===== config.mk =====
export PLATFORM = sky130hd
export DESIGN_NAME = gpfs_top
export DESIGN_NICKNAME = d
export VERILOG_FILES = /design/src/core/gpfs_pkg.sv /design/src/core/gpfs_pin_cell.sv /design/src/core/gpfs_top.sv
export SDC_FILE = /design/constraint.sdc
export NUM_CORES = 1
export LEC_CHECK = 0
export BUFFER_PORTS_ARGS = -buffer_cell sky130_fd_sc_hd__buf_2
export CAP_MARGIN = 20
export CORE_ASPECT_RATIO = 1.25
export CORE_UTILIZATION = 30
export CTS_CLUSTER_SIZE = 10
export DETAILED_ROUTE_END_ITERATION = 12
export GPL_TIMING_DRIVEN = 0
export PLACE_DENSITY = 0.58
export SYNTH_ARGS = -nofsm -noshare
export SYNTH_HDL_FRONTEND = slang
export SYNTH_SLANG_ARGS = --single-unit

===== constraint.sdc =====
create_clock -name pclk -period 5.7 [get_ports pclk]
set_input_delay 1.14 -clock pclk [delete_from_list [all_inputs] [get_ports pclk]]
set_output_delay 1.14 -clock pclk [all_outputs]
set_load 0.1 [all_outputs]

===== src/core/gpfs_pkg.sv =====
/*
  Shared constants and types of the general pin function select block:
  register offsets, pin settings layout, designation codes, the reset
  command signature and the response byte positions.
  Assumes a 32-bit APB master and four general pins.
*/
package gpfs_pkg;

  localparam int unsigned GPFS_NUM_PINS = 4;

  // APB byte offsets
  localparam logic [7:0] GPFS_OFS_PIN0 = 8'h00;
  localparam logic [7:0] GPFS_OFS_PIN1 = 8'h04;
  localparam logic [7:0] GPFS_OFS_PIN2 = 8'h08;
  localparam logic [7:0] GPFS_OFS_PIN3 = 8'h0c;
  localparam logic [7:0] GPFS_OFS_PWD_LO = 8'h10;
  localparam logic [7:0] GPFS_OFS_PWD_HI = 8'h14;
  localparam logic [7:0] GPFS_OFS_EDGE = 8'h18;
  localparam logic [7:0] GPFS_OFS_STATUS = 8'h1c;
  localparam logic [7:0] GPFS_OFS_MASK = 8'h20;
  localparam logic [7:0] GPFS_OFS_PIN_IN = 8'h24;
  localparam logic [7:0] GPFS_OFS_RESP_IDX = 8'h28;
  localparam logic [7:0] GPFS_OFS_RESP_DATA = 8'h2c;
  localparam logic [7:0] GPFS_OFS_CMD_BYTE = 8'h30;
  localparam logic [7:0] GPFS_OFS_CMD_GO = 8'h34;

  // Reset values
  localparam logic [7:0] GPFS_RST_PIN = 8'h08;
  localparam logic [31:0] GPFS_RST_PWD = 32'h0000_0000;
  localparam logic [7:0] GPFS_RST_EDGE = 8'h00;
  localparam logic [1:0] GPFS_RST_STATUS = 2'h0;
  localparam logic [1:0] GPFS_RST_MASK = 2'h0;

  // Field positions
  localparam int unsigned GPFS_BIT_OUT_VAL = 4;
  localparam int unsigned GPFS_BIT_DIR_IN = 3;
  localparam int unsigned GPFS_BIT_EDGE_NEG = 6;
  localparam int unsigned GPFS_BIT_EDGE_POS = 5;
  localparam int unsigned GPFS_STS_EDGE = 0;
  localparam int unsigned GPFS_STS_RESP = 1;
  localparam int unsigned GPFS_CMD_IDX_LSB = 8;

  // Designation codes
  localparam logic [2:0] GPFS_DES_GPIO = 3'h0;
  localparam logic [2:0] GPFS_DES_IRQ = 3'h4;

  // Per pin: which function codes 001..100 drive the pin or hand it to analog
  localparam logic [3:0] GPFS_FN_OUT [GPFS_NUM_PINS] = '{4'h3, 4'h5, 4'h1, 4'h1};
  localparam logic [3:0] GPFS_FN_ANA [GPFS_NUM_PINS] = '{4'h0, 4'h2, 4'h6, 4'h6};

  // Reset chip command signature
  localparam logic [7:0] GPFS_CMD_RESET [4] = '{8'h70, 8'hab, 8'hcd, 8'hef};
  localparam logic [5:0] GPFS_CMD_HDR_LEN = 6'h04;

  // Response byte positions
  localparam logic [5:0] GPFS_RB_PWD_FIRST = 6'h0e;
  localparam logic [5:0] GPFS_RB_PWD_LAST = 6'h15;
  localparam logic [5:0] GPFS_RB_PIN_FIRST = 6'h16;
  localparam logic [5:0] GPFS_RB_PIN_LAST = 6'h19;

  typedef struct packed {
    logic [2:0] spare;
    logic out_val;
    logic dir_in;
    logic [2:0] desig;
  } gpfs_pin_cfg_t;

  typedef struct packed {
    logic out;
    logic oe_n;
  } gpfs_pad_t;

endpackage


===== src/core/gpfs_pin_cell.sv =====
/*
  One general pin: chooses between GPIO and the function that the
  designation code selects, and registers the pad drive.
  Assumes function drive values arrive synchronous to pclk.
*/
module gpfs_pin_cell
  import gpfs_pkg::*;
#(
  parameter logic [3:0] FN_OUT = 4'h0,
  parameter logic [3:0] FN_ANA = 4'h0
) (
  input wire logic pclk, // Clock
  input wire logic presetn, // Async reset, low
  input wire gpfs_pin_cfg_t cfg, // Pin settings byte
  input wire logic [3:0] fn_drv, // Values for codes 001..100
  output gpfs_pad_t pad, // Registered pad drive
  output logic analog_en // Pin handed to analog
);

  logic is_gpio;
  logic fn_valid;
  logic [1:0] fn_idx;
  logic fn_out;
  gpfs_pad_t pad_d;
  gpfs_pad_t pad_q;
  logic ana_q;

  // Decode designation; codes above 100 are don't care and leave the pin idle
  assign is_gpio = (cfg.desig == GPFS_DES_GPIO);
  assign fn_valid = (cfg.desig != GPFS_DES_GPIO) && (cfg.desig <= GPFS_DES_IRQ);
  assign fn_idx = 2'(cfg.desig - 3'h1);
  assign fn_out = fn_valid && FN_OUT[fn_idx];

  // Direction and value bits only count in GPIO mode
  always_comb begin
    pad_d = '{out: 1'b0, oe_n: 1'b1};
    if (is_gpio) begin
      pad_d.oe_n = cfg.dir_in;
      pad_d.out = cfg.dir_in ? 1'b0 : cfg.out_val;
    end else if (fn_out) begin
      pad_d.oe_n = 1'b0;
      pad_d.out = fn_drv[fn_idx];
    end
  end

  // Registered so the pad never glitches on a settings change
  always_ff @(posedge pclk or negedge presetn) begin
    if (!presetn) begin
      pad_q <= '{out: 1'b0, oe_n: 1'b1};
      ana_q <= 1'b0;
    end else begin
      pad_q <= pad_d;
      ana_q <= fn_valid && FN_ANA[fn_idx];
    end
  end

  assign pad = pad_q;
  assign analog_en = ana_q;

endmodule


===== src/core/gpfs_top.sv =====
/*
  General pin function select: four pin settings bytes, password bytes,
  response byte readout, reset chip command decode and interrupt edge
  detection on pin one, all behind an APB slave.
  Assumes pad inputs already synchronous to pclk; the system resets the
  whole chip (bus detach included) while chip_reset_req is high.
*/
// Decided for this implementation: the register addresses and the APB register port.
// What this block does
// - Password bytes four-eight at response 17-21
// - GPIO output drives the settings value bit
// - Direction bit: one input, GPIO only
// - Low three bits designate; 000 is GPIO
// - Pin zero: suspend, receive LED functions
// - Pin one: clock, analog, transmit, interrupt
// - Pin two: enumeration done, analog, DAC
// - Pin three: bus LED, analog, DAC
// - Reset command fully resets, drops off bus
// - Reset gets no response; others do
// - Reset signature 70 ab cd ef, zeros
// - Interrupt flag on enabled edge polarity
module gpfs_top
  import gpfs_pkg::*;
(
  input wire logic pclk, // APB clock, 25 MHz
  input wire logic presetn, // Async reset, low
  input wire logic psel, // APB select
  input wire logic penable, // APB enable
  input wire logic pwrite, // APB direction
  input wire logic [7:0] paddr, // APB byte address
  input wire logic [31:0] pwdata, // APB write data
  output logic [31:0] prdata, // APB read data
  output logic pready, // APB ready
  output logic pslverr, // APB error
  input wire logic [3:0] pad_in, // Pin input levels
  output logic [3:0] pad_out, // Pin output values
  output logic [3:0] pad_oe_n, // Pin drive enable, low
  output logic [3:0] pin_analog, // Pin handed to analog
  input wire logic suspend_indicator, // Suspend state
  input wire logic serial_receive_indicator, // Receive activity
  input wire logic serial_transmit_indicator, // Transmit activity
  input wire logic clock_reference, // Clock reference out
  input wire logic enumeration_done_indicator, // Enumeration done
  input wire logic bus_activity_indicator, // Bus activity
  output logic resp_ready, // Command answered pulse
  output logic chip_reset_req, // Chip reset request pulse
  output logic irq // Level interrupt
);

  gpfs_pin_cfg_t pin_cfg_q [GPFS_NUM_PINS];
  logic [63:0] pwd_q;
  logic [7:0] edge_q;
  logic [1:0] sts_q;
  logic [1:0] mask_q;
  logic [5:0] resp_idx_q;
  logic [3:0] hdr_ok_q;
  logic tail_bad_q;
  logic pin1_prev_q;
  logic [31:0] prdata_q;
  logic resp_q;
  logic chip_rst_q;
  logic [3:0] fn_drv [GPFS_NUM_PINS];
  gpfs_pad_t pad [GPFS_NUM_PINS];

  // Response byte at a report position; unlisted bytes read zero
  function automatic logic [7:0] resp_byte(input logic [5:0] idx,
                                           input logic [63:0] pwd,
                                           input logic [31:0] pins);
    logic [5:0] off;
    off = 6'h00;
    resp_byte = 8'h00;
    if (idx >= GPFS_RB_PWD_FIRST && idx <= GPFS_RB_PWD_LAST) begin
      off = idx - GPFS_RB_PWD_FIRST;
      resp_byte = pwd[off[2:0]*8 +: 8];
    end else if (idx >= GPFS_RB_PIN_FIRST && idx <= GPFS_RB_PIN_LAST) begin
      off = idx - GPFS_RB_PIN_FIRST;
      resp_byte = pins[off[1:0]*8 +: 8];
    end
  endfunction

  // Pin settings byte of a pin; spare bits read back as stored zero
  function automatic logic [7:0] pin_byte(input gpfs_pin_cfg_t c);
    pin_byte = {3'h0, c.out_val, c.dir_in, c.desig};
  endfunction

  // APB phase decode
  logic setup_ph;
  logic wr_acc;
  logic hit_pin;
  logic [1:0] pin_sel;
  logic hit_known;
  assign setup_ph = psel && !penable;
  assign wr_acc = psel && penable && pwrite;
  assign hit_pin = (paddr[7:4] == 4'h0) && (paddr[1:0] == 2'h0);
  assign pin_sel = paddr[3:2];
  assign hit_known = hit_pin || (paddr == GPFS_OFS_PWD_LO) || (paddr == GPFS_OFS_PWD_HI) ||
                     (paddr == GPFS_OFS_EDGE) || (paddr == GPFS_OFS_STATUS) ||
                     (paddr == GPFS_OFS_MASK) || (paddr == GPFS_OFS_PIN_IN) ||
                     (paddr == GPFS_OFS_RESP_IDX) || (paddr == GPFS_OFS_RESP_DATA) ||
                     (paddr == GPFS_OFS_CMD_BYTE) || (paddr == GPFS_OFS_CMD_GO);

  // Named write strobes
  logic wr_pwd_lo;
  logic wr_pwd_hi;
  logic wr_edge;
  logic wr_sts;
  logic wr_mask;
  logic wr_ridx;
  logic wr_cbyte;
  logic wr_go;
  assign wr_pwd_lo = wr_acc && (paddr == GPFS_OFS_PWD_LO);
  assign wr_pwd_hi = wr_acc && (paddr == GPFS_OFS_PWD_HI);
  assign wr_edge = wr_acc && (paddr == GPFS_OFS_EDGE);
  assign wr_sts = wr_acc && (paddr == GPFS_OFS_STATUS);
  assign wr_mask = wr_acc && (paddr == GPFS_OFS_MASK);
  assign wr_ridx = wr_acc && (paddr == GPFS_OFS_RESP_IDX);
  assign wr_cbyte = wr_acc && (paddr == GPFS_OFS_CMD_BYTE);
  assign wr_go = wr_acc && (paddr == GPFS_OFS_CMD_GO);

  // Command assembly: index in bits 13:8, byte in 7:0
  logic [5:0] cmd_idx;
  logic [7:0] cmd_val;
  logic cmd_is_reset;
  assign cmd_idx = pwdata[GPFS_CMD_IDX_LSB +: 6];
  assign cmd_val = pwdata[7:0];
  assign cmd_is_reset = (&hdr_ok_q) && !tail_bad_q;

  // Full self reset also returns the settings, password, edge, mask, index and status registers to their reset values
  logic self_rst;
  assign self_rst = wr_go && cmd_is_reset;

  // Header bytes must each be written with the signature; any nonzero tail spoils it
  always_ff @(posedge pclk or negedge presetn) begin
    if (!presetn) begin
      hdr_ok_q <= 4'h0;
      tail_bad_q <= 1'b0;
    end else if (wr_go) begin
      hdr_ok_q <= 4'h0;
      tail_bad_q <= 1'b0;
    end else if (wr_cbyte) begin
      if (cmd_idx < GPFS_CMD_HDR_LEN) begin
        hdr_ok_q[cmd_idx[1:0]] <= (cmd_val == GPFS_CMD_RESET[cmd_idx[1:0]]);
      end else if (cmd_val != 8'h00) begin
        tail_bad_q <= 1'b1;
      end
    end
  end

  // Configuration registers; spare bits 7:5 dropped on write
  always_ff @(posedge pclk or negedge presetn) begin
    if (!presetn) begin
      for (int i = 0; i < GPFS_NUM_PINS; i++) begin
        pin_cfg_q[i] <= gpfs_pin_cfg_t'(GPFS_RST_PIN);
      end
      pwd_q <= {GPFS_RST_PWD, GPFS_RST_PWD};
      edge_q <= GPFS_RST_EDGE;
      mask_q <= GPFS_RST_MASK;
      resp_idx_q <= 6'h00;
    end else if (self_rst) begin
      for (int i = 0; i < GPFS_NUM_PINS; i++) begin
        pin_cfg_q[i] <= gpfs_pin_cfg_t'(GPFS_RST_PIN);
      end
      pwd_q <= {GPFS_RST_PWD, GPFS_RST_PWD};
      edge_q <= GPFS_RST_EDGE;
      mask_q <= GPFS_RST_MASK;
      resp_idx_q <= 6'h00;
    end else begin
      if (wr_acc && hit_pin) begin
        pin_cfg_q[pin_sel] <= gpfs_pin_cfg_t'({3'h0, pwdata[4:0]});
      end
      if (wr_pwd_lo) begin
        pwd_q[31:0] <= pwdata;
      end
      if (wr_pwd_hi) begin
        pwd_q[63:32] <= pwdata;
      end
      if (wr_edge) begin
        edge_q <= pwdata[7:0];
      end
      if (wr_mask) begin
        mask_q <= pwdata[1:0];
      end
      if (wr_ridx) begin
        resp_idx_q <= pwdata[5:0];
      end
    end
  end

  // Edge detection on pin one only while designated for interrupts
  logic irq_sel;
  logic rise;
  logic fall;
  logic edge_evt;
  assign irq_sel = (pin_cfg_q[1].desig == GPFS_DES_IRQ);
  assign rise = pad_in[1] && !pin1_prev_q;
  assign fall = !pad_in[1] && pin1_prev_q;
  assign edge_evt = irq_sel && ((rise && edge_q[GPFS_BIT_EDGE_POS]) ||
                                (fall && edge_q[GPFS_BIT_EDGE_NEG]));

  always_ff @(posedge pclk or negedge presetn) begin
    if (!presetn) begin
      pin1_prev_q <= 1'b0;
    end else begin
      pin1_prev_q <= pad_in[1];
    end
  end

  // Sticky status: a set in the clearing cycle wins
  logic [1:0] sts_set;
  logic [1:0] sts_clr;
  logic resp_evt;
  assign resp_evt = wr_go && !cmd_is_reset;
  assign sts_set = {resp_evt, edge_evt};
  assign sts_clr = wr_sts ? pwdata[1:0] : 2'h0;

  always_ff @(posedge pclk or negedge presetn) begin
    if (!presetn) begin
      sts_q <= GPFS_RST_STATUS;
    end else if (self_rst) begin
      sts_q <= GPFS_RST_STATUS;
    end else begin
      sts_q <= (sts_q & ~sts_clr) | sts_set;
    end
  end

  // Command outcome pulses; a reset command never answers
  always_ff @(posedge pclk or negedge presetn) begin
    if (!presetn) begin
      resp_q <= 1'b0;
      chip_rst_q <= 1'b0;
    end else begin
      resp_q <= resp_evt;
      chip_rst_q <= self_rst;
    end
  end

  // Read mux, sampled in the setup cycle so data is ready in access
  logic [31:0] pins_word;
  logic [31:0] rd_mux;
  assign pins_word = {pin_byte(pin_cfg_q[3]), pin_byte(pin_cfg_q[2]),
                      pin_byte(pin_cfg_q[1]), pin_byte(pin_cfg_q[0])};

  always_comb begin
    rd_mux = 32'h0000_0000;
    if (hit_pin) begin
      rd_mux = {24'h00_0000, pin_byte(pin_cfg_q[pin_sel])};
    end else if (paddr == GPFS_OFS_PWD_LO) begin
      rd_mux = pwd_q[31:0];
    end else if (paddr == GPFS_OFS_PWD_HI) begin
      rd_mux = pwd_q[63:32];
    end else if (paddr == GPFS_OFS_EDGE) begin
      rd_mux = {24'h00_0000, edge_q};
    end else if (paddr == GPFS_OFS_STATUS) begin
      rd_mux = {30'h0000_0000, sts_q};
    end else if (paddr == GPFS_OFS_MASK) begin
      rd_mux = {30'h0000_0000, mask_q};
    end else if (paddr == GPFS_OFS_PIN_IN) begin
      rd_mux = {28'h000_0000, pad_in};
    end else if (paddr == GPFS_OFS_RESP_IDX) begin
      rd_mux = {26'h000_0000, resp_idx_q};
    end else if (paddr == GPFS_OFS_RESP_DATA) begin
      rd_mux = {24'h00_0000, resp_byte(resp_idx_q, pwd_q, pins_word)};
    end
  end

  always_ff @(posedge pclk or negedge presetn) begin
    if (!presetn) begin
      prdata_q <= 32'h0000_0000;
    end else if (setup_ph) begin
      prdata_q <= rd_mux;
    end
  end

  // Zero wait states; unmapped addresses answer with an error
  assign prdata = prdata_q;
  assign pready = 1'b1;
  assign pslverr = psel && penable && !hit_known;
  assign resp_ready = resp_q;
  assign chip_reset_req = chip_rst_q;
  assign irq = |(sts_q & mask_q);

  // Function values per pin, in code order 001..100
  assign fn_drv[0] = {2'h0, serial_receive_indicator, suspend_indicator};
  assign fn_drv[1] = {1'b0, serial_transmit_indicator, 1'b0, clock_reference};
  assign fn_drv[2] = {3'h0, enumeration_done_indicator};
  assign fn_drv[3] = {3'h0, bus_activity_indicator};

  // One cell per pin, with its own function table
  for (genvar g = 0; g < GPFS_NUM_PINS; g++) begin : g_pin
    gpfs_pin_cell #(
      .FN_OUT(GPFS_FN_OUT[g]),
      .FN_ANA(GPFS_FN_ANA[g])
    ) u_cell (
      .pclk(pclk),
      .presetn(presetn),
      .cfg(pin_cfg_q[g]),
      .fn_drv(fn_drv[g]),
      .pad(pad[g]),
      .analog_en(pin_analog[g])
    );
    assign pad_out[g] = pad[g].out;
    assign pad_oe_n[g] = pad[g].oe_n;
  end

  // Checks
  chk_gpio_out_value: assert property (@(posedge pclk) disable iff (!presetn)
    (pin_cfg_q[0].desig == GPFS_DES_GPIO && !pin_cfg_q[0].dir_in) |=>
    (!pad_oe_n[0] && pad_out[0] == $past(pin_cfg_q[0].out_val)))
    else $error("gpio output value not driven");
  chk_gpio_dir_input: assert property (@(posedge pclk) disable iff (!presetn)
    (pin_cfg_q[2].desig == GPFS_DES_GPIO && pin_cfg_q[2].dir_in) |=> pad_oe_n[2])
    else $error("gpio input pin is driven");
  chk_func_ignores_dir: assert property (@(posedge pclk) disable iff (!presetn)
    (pin_cfg_q[0].desig == 3'h1) |=> (!pad_oe_n[0] && pad_out[0] == $past(suspend_indicator)))
    else $error("suspend function not routed");
  chk_pin1_analog: assert property (@(posedge pclk) disable iff (!presetn)
    (pin_cfg_q[1].desig == 3'h2) |=> (pad_oe_n[1] && pin_analog[1]))
    else $error("analog input not selected");
  chk_pin2_enum: assert property (@(posedge pclk) disable iff (!presetn)
    (pin_cfg_q[2].desig == 3'h1) |=> (pad_out[2] == $past(enumeration_done_indicator)))
    else $error("enumeration indicator not routed");
  chk_pin3_dac: assert property (@(posedge pclk) disable iff (!presetn)
    (pin_cfg_q[3].desig == 3'h3) |=> (pin_analog[3] && pad_oe_n[3]))
    else $error("dac output not selected");
  chk_reset_no_resp: assert property (@(posedge pclk) disable iff (!presetn)
    self_rst |=> (chip_reset_req && !resp_ready) ##1 (pin_cfg_q[0] == GPFS_RST_PIN))
    else $error("reset command answered or no reset");
  chk_other_answered: assert property (@(posedge pclk) disable iff (!presetn)
    (wr_go && !cmd_is_reset) |=> (resp_ready && sts_q[GPFS_STS_RESP] && !chip_reset_req))
    else $error("command not answered");
  chk_edge_flag: assert property (@(posedge pclk) disable iff (!presetn)
    (edge_evt && !self_rst) |=> sts_q[GPFS_STS_EDGE])
    else $error("edge flag not set");
  chk_spare_bits: assert property (@(posedge pclk) disable iff (!presetn)
    (setup_ph && hit_pin) |=> (prdata[31:5] == 27'h000_0000))
    else $error("spare bits read back");

  cov_reset_cmd: cover property (@(posedge pclk) disable iff (!presetn) self_rst);
  cov_edge_irq: cover property (@(posedge pclk) disable iff (!presetn) edge_evt ##1 irq);
  cov_resp: cover property (@(posedge pclk) disable iff (!presetn) resp_evt);

endmodule


Yosys cells after proc, flatten, opt, wreduce, memory -nomap -nowiden:

Index checks and enable logic that the tools add are counted.
Widths: inputs -> output; s select.

* $add $sub $neg: 6
* $mul: 0
* divide/modulo/power cells: 0
* magnitude comparators: 18
* equality and inequality tests: 13
* shifts and indexed selects: 2
* mux-type cells: 79
* bitwise operators: 6
* reductions and logical operators: 79

Operators with widths (count)
* $mux 32: 7
* $mux 8: 13
* $mux 64: 1
* $shiftx 64x7->8: 1
* $eq 8x6->1 const B: 6
* $logic_and 1x1->1: 38
* $bmux 8 s2: 2
* $bwmux 32: 1
* $eq 8x5->1 const B: 4
* $shiftx 32x6->8: 1
* $bmux 1 s2: 12
* $mux 2: 12
* $mux 1: 21
* $reduce_bool 2->1: 9
* $demux 8 s2: 1
* $lt 2x3->1 const B: 5
* $le 3x3->1 const B: 4
* $le 6x5->1 const B: 2
* $logic_not 3->1: 4
* $mux 4: 3
* $mux 6: 2
* $reduce_bool 3->1: 4
* $logic_or 1x1->1: 11
* $mux 5: 2
* 26 further kinds: 37

* register bits: 166
* bits in latches: 0
* bits in writable memories: 0
* bits in read-only memories: 0
* input port bits: 55
* memories kept: 0

Longest topological paths before layout:

Gate-level depths: netlist of run 1.

* word-level depth: 14
* depth in mapped cells: 10

Hierarchy:

Synthesis of run 1 repeated with hierarchy kept, for this count alone.

* cells, all modules: 847
* area, all modules: 8225.4 um^2

Modules (own cells, without submodules)
* gpfs_top: instances 1, cells each 786, area an instance 7524.7 um^2
* gpfs_pin_cell at g_pin[2].u_cell ...: instances 2, cells each 16, area an instance 190.2 um^2
* gpfs_pin_cell at g_pin[1].u_cell: instances 1, cells each 15, area an instance 176.4 um^2
* gpfs_pin_cell at g_pin[0].u_cell: instances 1, cells each 14, area an instance 143.9 um^2

Worst setup path after synthesis of run 1:

No wires, ideal clock.

* path type: input port to output port
* start point: input port paddr[3]
* end point: output port pslverr
* arrival: 3367 ps
* slack: 1193 ps
* stages on the path: 5
* buffers on the path: 3
* cells stage by stage: buf_2 clkbuf_1 buf_2 nand2_1 a21oi_1

* longest elaborated chain between the ends: 13
* elaborated cells on any way between the ends: 22
* classes of those cells: eq/ne: 10; reduce/logical: 12

Ends and longest elaborated chain
* from (decl): line gpfs_top.sv:30 `input wire logic [7:0] paddr,`
* $eq 8x5->1: line gpfs_top.sv:96 `assign hit_known = hit_pin || (paddr == GPFS_OFS_PWD_LO) || (paddr == GPFS_OFS_PWD_HI) ||`
* $logic_or 1x1->1 (3 in a row): line gpfs_top.sv:96
* $logic_or 1x1->1 (2 in a row): line gpfs_top.sv:97 `(paddr == GPFS_OFS_EDGE) || (paddr == GPFS_OFS_STATUS) ||`
* $logic_or 1x1->1 (2 in a row): line gpfs_top.sv:98 `(paddr == GPFS_OFS_MASK) || (paddr == GPFS_OFS_PIN_IN) ||`
* $logic_or 1x1->1 (2 in a row): line gpfs_top.sv:99 `(paddr == GPFS_OFS_RESP_IDX) || (paddr == GPFS_OFS_RESP_DATA) ||`
* $logic_or 1x1->1 (*): line gpfs_top.sv:100 `(paddr == GPFS_OFS_CMD_BYTE) || (paddr == GPFS_OFS_CMD_GO);`
* $logic_not 1->1 (*): line gpfs_top.sv:277 `assign pslverr = psel && penable && !hit_known;`
* $logic_and 1x1->1 (*): line gpfs_top.sv:277
* to (decl): line gpfs_top.sv:34 `output logic pslverr,`

Mark *: on every way between the ends. The rest lies on a longest branch, timed or not.

Worst setup path in the final report of run 1:

Same ends and word-level chain as after synthesis.

==> results of run 1 <==
[state kept, by name, indices dropped and copies added, names as in the netlist, 3 cells and up]
| signal | cells |
|---|---|
| g_pin.u_cell.analog_en | 3 |
| edge_q | 8 |
| resp_idx_q | 6 |
| pwd_q | 64 |
| pin_cfg_q | 20 |
| hdr_ok_q | 4 |
| g_pin.u_cell.pad | 8 |
| prdata | 32 |
[per-stage QoR]
step                      cell area [µm²]  power, µW  hold slack, ns  std cells
after global routing                 9829       2539          0.5012       1303
final                                9829       2465          0.4729       1303
after detailed placement             9231       1332          0.4661       1270
after floorplan                      8277       1239          0.4786        827
after CTS                            9824       2475          0.4788       1302
after global placement               9194       1327          0.4584       1269
[worst min-delay path by stage]
stage | startpoint | end | slack, ns | cells after the start
4_1_cts | prdata[30] | prdata[30] | 0.48 | 2
2_1_floorplan | pin_cfg_q[27] | pin_cfg_q[27] | 0.48 | 2
5_1_grt | prdata[16] | prdata[16] | 0.50 | 2
6_report | prdata[23] | prdata[23] | 0.47 | 2
3_3_place_gp | prdata[23] | prdata[23] | 0.46 | 2
3_5_place_dp | prdata[30] | prdata[30] | 0.47 | 2
[cell usage in the layout, fill, tap and decap left out, types with 13 or more instances in the layout]
| cell | netlist | final |
|---|---|---|
| clkbuf_16 | 0 | 17 |
| clkbuf_1 | 20 | 24 |
| o21ai_0 | 34 | 34 |
| nand2_1 | 108 | 108 |
| ha_1 | 13 | 13 |
| mux4_2 | 26 | 26 |
| nand3_1 | 61 | 61 |
| nor2b_1 | 14 | 14 |
| nor2_1 | 73 | 73 |
| dfrtp_1 | 145 | 145 |
| a21oi_1 | 53 | 53 |
| inv_1 | 21 | 21 |
| a22oi_1 | 29 | 29 |
| mux2i_1 | 66 | 66 |
| buf_2 | 30 | 126 |
[critical path, stage by stage]
cell      delay [ns]
buf_2           0.17
buf_2           0.27
clkbuf_1        0.41
buf_2           0.33
nand2_1         0.09
a21oi_1         0.14
buf_2           0.43
[Yosys cell counts (3+ instances only)]
cell type | count | area [µm²]
nor2_1 | 73 | 274.0
nand3b_1 | 6 | 45.04
dfstp_2 | 8 | 210.2
nand2b_1 | 3 | 18.77
nand3_1 | 61 | 305.3
inv_1 | 21 | 78.83
buf_2 | 30 | 150.1
buf_4 | 12 | 90.09
clkbuf_1 | 20 | 75.07
and2_1 | 6 | 37.54
nor2b_1 | 14 | 87.58
a31oi_1 | 3 | 18.77
o21ai_1 | 5 | 25.02
nand4_1 | 5 | 31.28
a21oi_1 | 53 | 265.3
o22ai_1 | 6 | 37.54
ha_1 | 13 | 162.7
nand2_1 | 108 | 405.4
a22oi_1 | 29 | 217.7
mux4_2 | 26 | 585.6
o211ai_1 | 5 | 37.54
o31ai_1 | 6 | 45.04
nor4_1 | 3 | 18.77
o21ai_0 | 34 | 170.2
and3_1 | 3 | 18.77
mux2i_1 | 66 | 660.6
nor3_2 | 3 | 30.03
dfrtp_1 | 145 | 3628
mux2_2 | 7 | 78.83
nor3_1 | 6 | 30.03
[cells by family (layout without fill, tap and decap cells)]
family / count (synthesis) / after routing / synth area share [%]
mux: 99 / 99 / 16.01
compound gates: 162 / 162 / 12.09
simple gates: 309 / 309 / 18.11
other cells: 2 / 2 / 0.09074
buf+inv: 87 / 218 / 5.140
flops: 153 / 153 / 46.38
fa+ha+maj: 13 / 13 / 1.965
xor+xnor: 2 / 2 / 0.2117
[layout make-up]
| cell class | instances | area (µm²) |
|---|---|---|
| plain buffers | 65 | 342.8 |
| clock buffers | 24 | 481.7 |
| clock inverters | 8 | 111.4 |
| fillers | 2768 | 17160 |
| inverters | 22 | 82.58 |
| multi-input cells | 587 | 4013 |
| flip-flops and latches | 153 | 3839 |
| well taps | 345 | 431.7 |
| repair buffers | 99 | 528.0 |
[power breakdown]
part	switching [µW]	internal, µW
Clock	468	685
Sequential	16.5	1100
Combinational	138	55.3
[layer usage]
metal  vias up  global-route usage, %
li1       3183                      -
met1      3455                  26.23
met2       314                  32.28
met3        41                  3.479
met4         0                  7.459
met5         -                      0
==> impl_metrics.yaml, run 1 <==
clocking:
  clockBufferDepth: 2
  cts_resized: 0
  cts-root-buf: "clkbuf_16"
  cts_buffers: 17
  post_cts_buffers: 0
  insertion_delay_ns: 0.44
  htreeDepth: 4
  clk_pin_slew_ns: 0.06
  cts_hold_buf: 0
  cts.sink_count: 153
  cts_tree: "done"
sta:
  finalSetupTns_ns: 0
  tightest_slew_ns: 0.8507
  maxSlewHeadroom_pct: 42.76
  clock.fmax_ghz: 0.2429
  finalMaxSlewViolations: 0
  setup_violations: 0
  skew_ns: 0.01478
  rsz0062_at_grt: "no"
  period_share_pct: 72.23
  period_needed_ns: 4.117
  hold_violations: 0
  worst_slack_ns: 1.583
grt:
  antenna_found_initial: 0
  track_usage_pct: 19.90
  grt_max_degree: 105
  grt_pass1_wl_um: 41700
  overflow: 0
  grt_pass1_vias: 6751
logic_synthesis:
  post_synth_instance_area_mm2: 0.008277
  synth-async-reset-ratio_pct: 100.0
  ys_warn_count: 0
  synth_area_per_cell_um2: 10.01
  synth_edf_count: 0
  synth_cells: 827
  syn_nets: 895
  ys_ff_latch: 153
  ys_types: 60
  ys_seq_area_share_pct: 46.38
  synth_flop_cell: "dfrtp_1"
floorplanning:
  io-pin-count: 104
  dieArea_mm2: 0.02826
  start_util_pct: 30.66
  fp-row-count: 67
  core_area_mm2: 0.02699
  die_y_um: 187.7
  fp.dieW_um: 150.6
routing:
  m1WireLength_um: 11470
  via_count: 6993
  wire_per_inst_um: 20.83
  drtIter0Drc: 663
  dr.pass1.iters: 5
  highest_layer: "met4"
  wl_met3_um: 1748
  ant_nets: 0
  drc_errors: 0
  totalWireLength_um: 27140
  viasPerCell: 5.367
  met2_length_um: 13180
hold_path:
  hp-class: "reg -> reg"
placed_design:
  hpwl_um: 20190
  port-buffer-count: 97
  gp_congestion: 0.9363
  pre_cts_ws_ns: 1.602
worst_setup_path:
  worstPathArrival_ns: 2.98
  crit_type: "in -> out"
  r2r_start: "resp_idx_q[2]"
  worstReg2RegEnd: "prdata[5]"
  cp_max_fo: 10
  r2r_cells: 7
  crit_path_start: "paddr[3]"
  cp-endpoint: "pslverr"
  cp-end-kind: "primary output"
  reg2reg_setup_slack_ns: 3.19
  required_ns: 4.56
  critPathLaunchType: "input pin"
power:
  vdd_drop_max_mv: 0.1239
  power_density_mw_per_mm2: 250.7
  p_leak_uw: 0.004324
status:
  status: "completed"
finish:
  fin_util_pct: 36.41
  syn_to_final_growth_pct: 18.76
  final_layout_size_suffix_gt1_share_pct: 23.90
  num_antenna_cells: 0
  nets: 1013
run:
  cap_violations: 0
No activity file was read; power rests on OpenSTA's default activity.
==> run 2, diff against run 1 <==
- PLACE_DENSITY: 0.58 -> 0.59
- clock period: 5.7 -> 3.5 ns (I/O delays scaled with it)
==> run 2 against run 1 <==
Compared with the run above: final cell count barely moved; combinational power up 63%; critical path depth unchanged; clock skew decreased by 0.0044 ns; design area is 0.13% lower; critical endpoint unchanged.
==> impl_metrics.yaml, run 2 (synthesis results as in run 1) <==
sta:
  worst_slack_ns: 0.2399
  period_needed_ns: 3.260
  maxSlewHeadroom_pct: 49.22
  tightest_slew_ns: 0.7548
  skew_ns: 0.01036
  hold_violations: 0
  setup_violations: 0
  holdWs_ns: 0.1973
  finalSetupTns_ns: 0
  clock.fmax_ghz: 0.3067
  finalMaxSlewViolations: 0
  rsz0062_at_grt: "no"
  period_share_pct: 93.15
worst_setup_path:
  crit_top_cell: "buf_2"
  r2r_cells: 7
  cp_max_fo: 10
  crit_type: "in -> out"
  critPathLaunchType: "input pin"
  reg2reg_setup_slack_ns: 1.03
  crit_chain: "buf_2 > buf_2 > clkbuf_1 > buf_2 > nand2_1 > a21oi_2 > buf_2"
  worstPathArrival_ns: 2.56
  required_ns: 2.80
  cpPeakStageDelay_ns: 0.43
  r2r_start: "resp_idx_q[2]"
  cp-endpoint: "pslverr"
  worstReg2RegEnd: "prdata[5]"
  crit_path_start: "paddr[3]"
  timing.critical_path.slowest_stage_cell: "buf_2"
  cp-end-kind: "primary output"
power:
  total_power_uw: 3980
  power_density_mw_per_mm2: 405.4
  vdd_drop_max_mv: 0.2984
  p_leak_uw: 0.004300
grt:
  grt_max_degree: 94
  grt_use_met2_pct: 32.70
  grt_use_met3_pct: 4.039
  antenna_found_initial: 1
  track_usage_pct: 20.08
  global_route.usage.met1_pct: 26.01
  grt_pass1_wl_um: 41910
  grt_pass1_vias: 6907
  top_usage_layer: "met2"
  overflow: 0
clocking:
  cts_buffers: 17
  cts_hold_buf: 0
  cts-root-buf: "clkbuf_16"
  clk_pin_slew_ns: 0.06
  post_cts_buffers: 0
  htreeDepth: 4
  cts.sink_count: 153
  clockBufferDepth: 2
  cts_resized: 0
  insertion_delay_ns: 0.45
  cts_tree: "done"
routing:
  ant_nets: 0
  dr.pass1.iters: 5
  via_count: 7107
  drtIter0Drc: 627
  viasPerCell: 5.450
  totalWireLength_um: 27440
  wire_per_inst_um: 21.04
  drc_errors: 0
finish:
  largest_register: "pwd_q"
  final_common_cell: "dfrtp_1"
  nets: 1013
  layout_common_cells: "dfrtp_1, buf_2, nand2_1"
  fin_cells: 1304
  final_layout_size_suffix_gt1_share_pct: 24.11
  largest_reg_flops: 64
  syn_to_final_growth_pct: 18.61
floorplanning:
  fp-row-count: 67
  start_util_pct: 30.66
  dieArea_mm2: 0.02826
  die_y_um: 187.7
  io-pin-count: 104
  fp.dieW_um: 150.6
  core_area_mm2: 0.02699
hold_path:
  hp-class: "in -> async"
placed_design:
  pre_cts_ws_ns: 0.2697
  dp.cells: 1270
  port-buffer-count: 97
  hpwl_um: 20250
  gp_congestion: 0.9273
run:
  cap_violations: 0
status:
  status: "completed"
==> run 2: cell count changes in the layout (fill, tap and decap cells not counted) <==
cell,change
diode_2,+1
clkinvlp_4,+5
a21oi_1,-1
a21oi_2,+1
inv_6,-1
clkbuf_8,-2
clkinv_2,+2
clkinv_4,-3
clkbuf_1,-1
==> run 2: worst min path at each step <==
stage | from | to | slack, ns | cells after the start
detailed placement | prdata[25] | prdata[25] | 0.47 | 2
global route | presetn | prdata[27] | 0.23 | 1
floorplan | presetn | chip_reset_req | 0.40 | 0
finish | presetn | prdata[27] | 0.20 | 1
global placement | prdata[30] | prdata[30] | 0.46 | 2
CTS | presetn | prdata[27] | 0.22 | 1
==> run 2: final cells by class <==
type / count / area (µm²)
Multi-Input combinational cell: 587 / 4016
Fill cell: 2783 / 17180
Antenna cell: 1 / 2.502
Timing Repair Buffer: 99 / 528.0
Clock buffer: 21 / 450.4
Tap cell: 345 / 431.7
Inverter: 22 / 82.58
Buffer: 65 / 342.8
Clock inverter: 11 / 123.9
Sequential cell: 153 / 3839
==> run 2: layer usage <==
metal | vias to the layer above | routed length [µm]
met5 | - | 0
li1 | 3185 | -
met3 | 47 | 2032
met1 | 3506 | 11420
met4 | 0 | 577
met2 | 369 | 13410
==> run 2: critical path, delay by kind of cell <==
| family | cells | cell delay [ns] |
|---|---|---|
| and+or+nand+nor | 1 | 0.11 |
| buffers and inverters | 5 | 1.59 |
| AOI/OAI and AO/OA | 1 | 0.14 |
==> run 2: per-stage QoR <==
step / area [µm²] / util (%)
after floorplan: 8280 / -
after global placement: 9198 / 34.07
after detailed placement: 9235 / 34.21
after CTS: 9809 / 36.34
after global routing: 9817 / 36.37
final: 9817 / 36.37
==> run 2: power by group <==
| part | switching, µW | internal, µW | total (µW) |
|---|---|---|---|
| Sequential | 26.9 | 1800 | 1820 |
| Clock | 776 | 1070 | 1840 |
| Combinational | 225 | 90.2 | 315 |
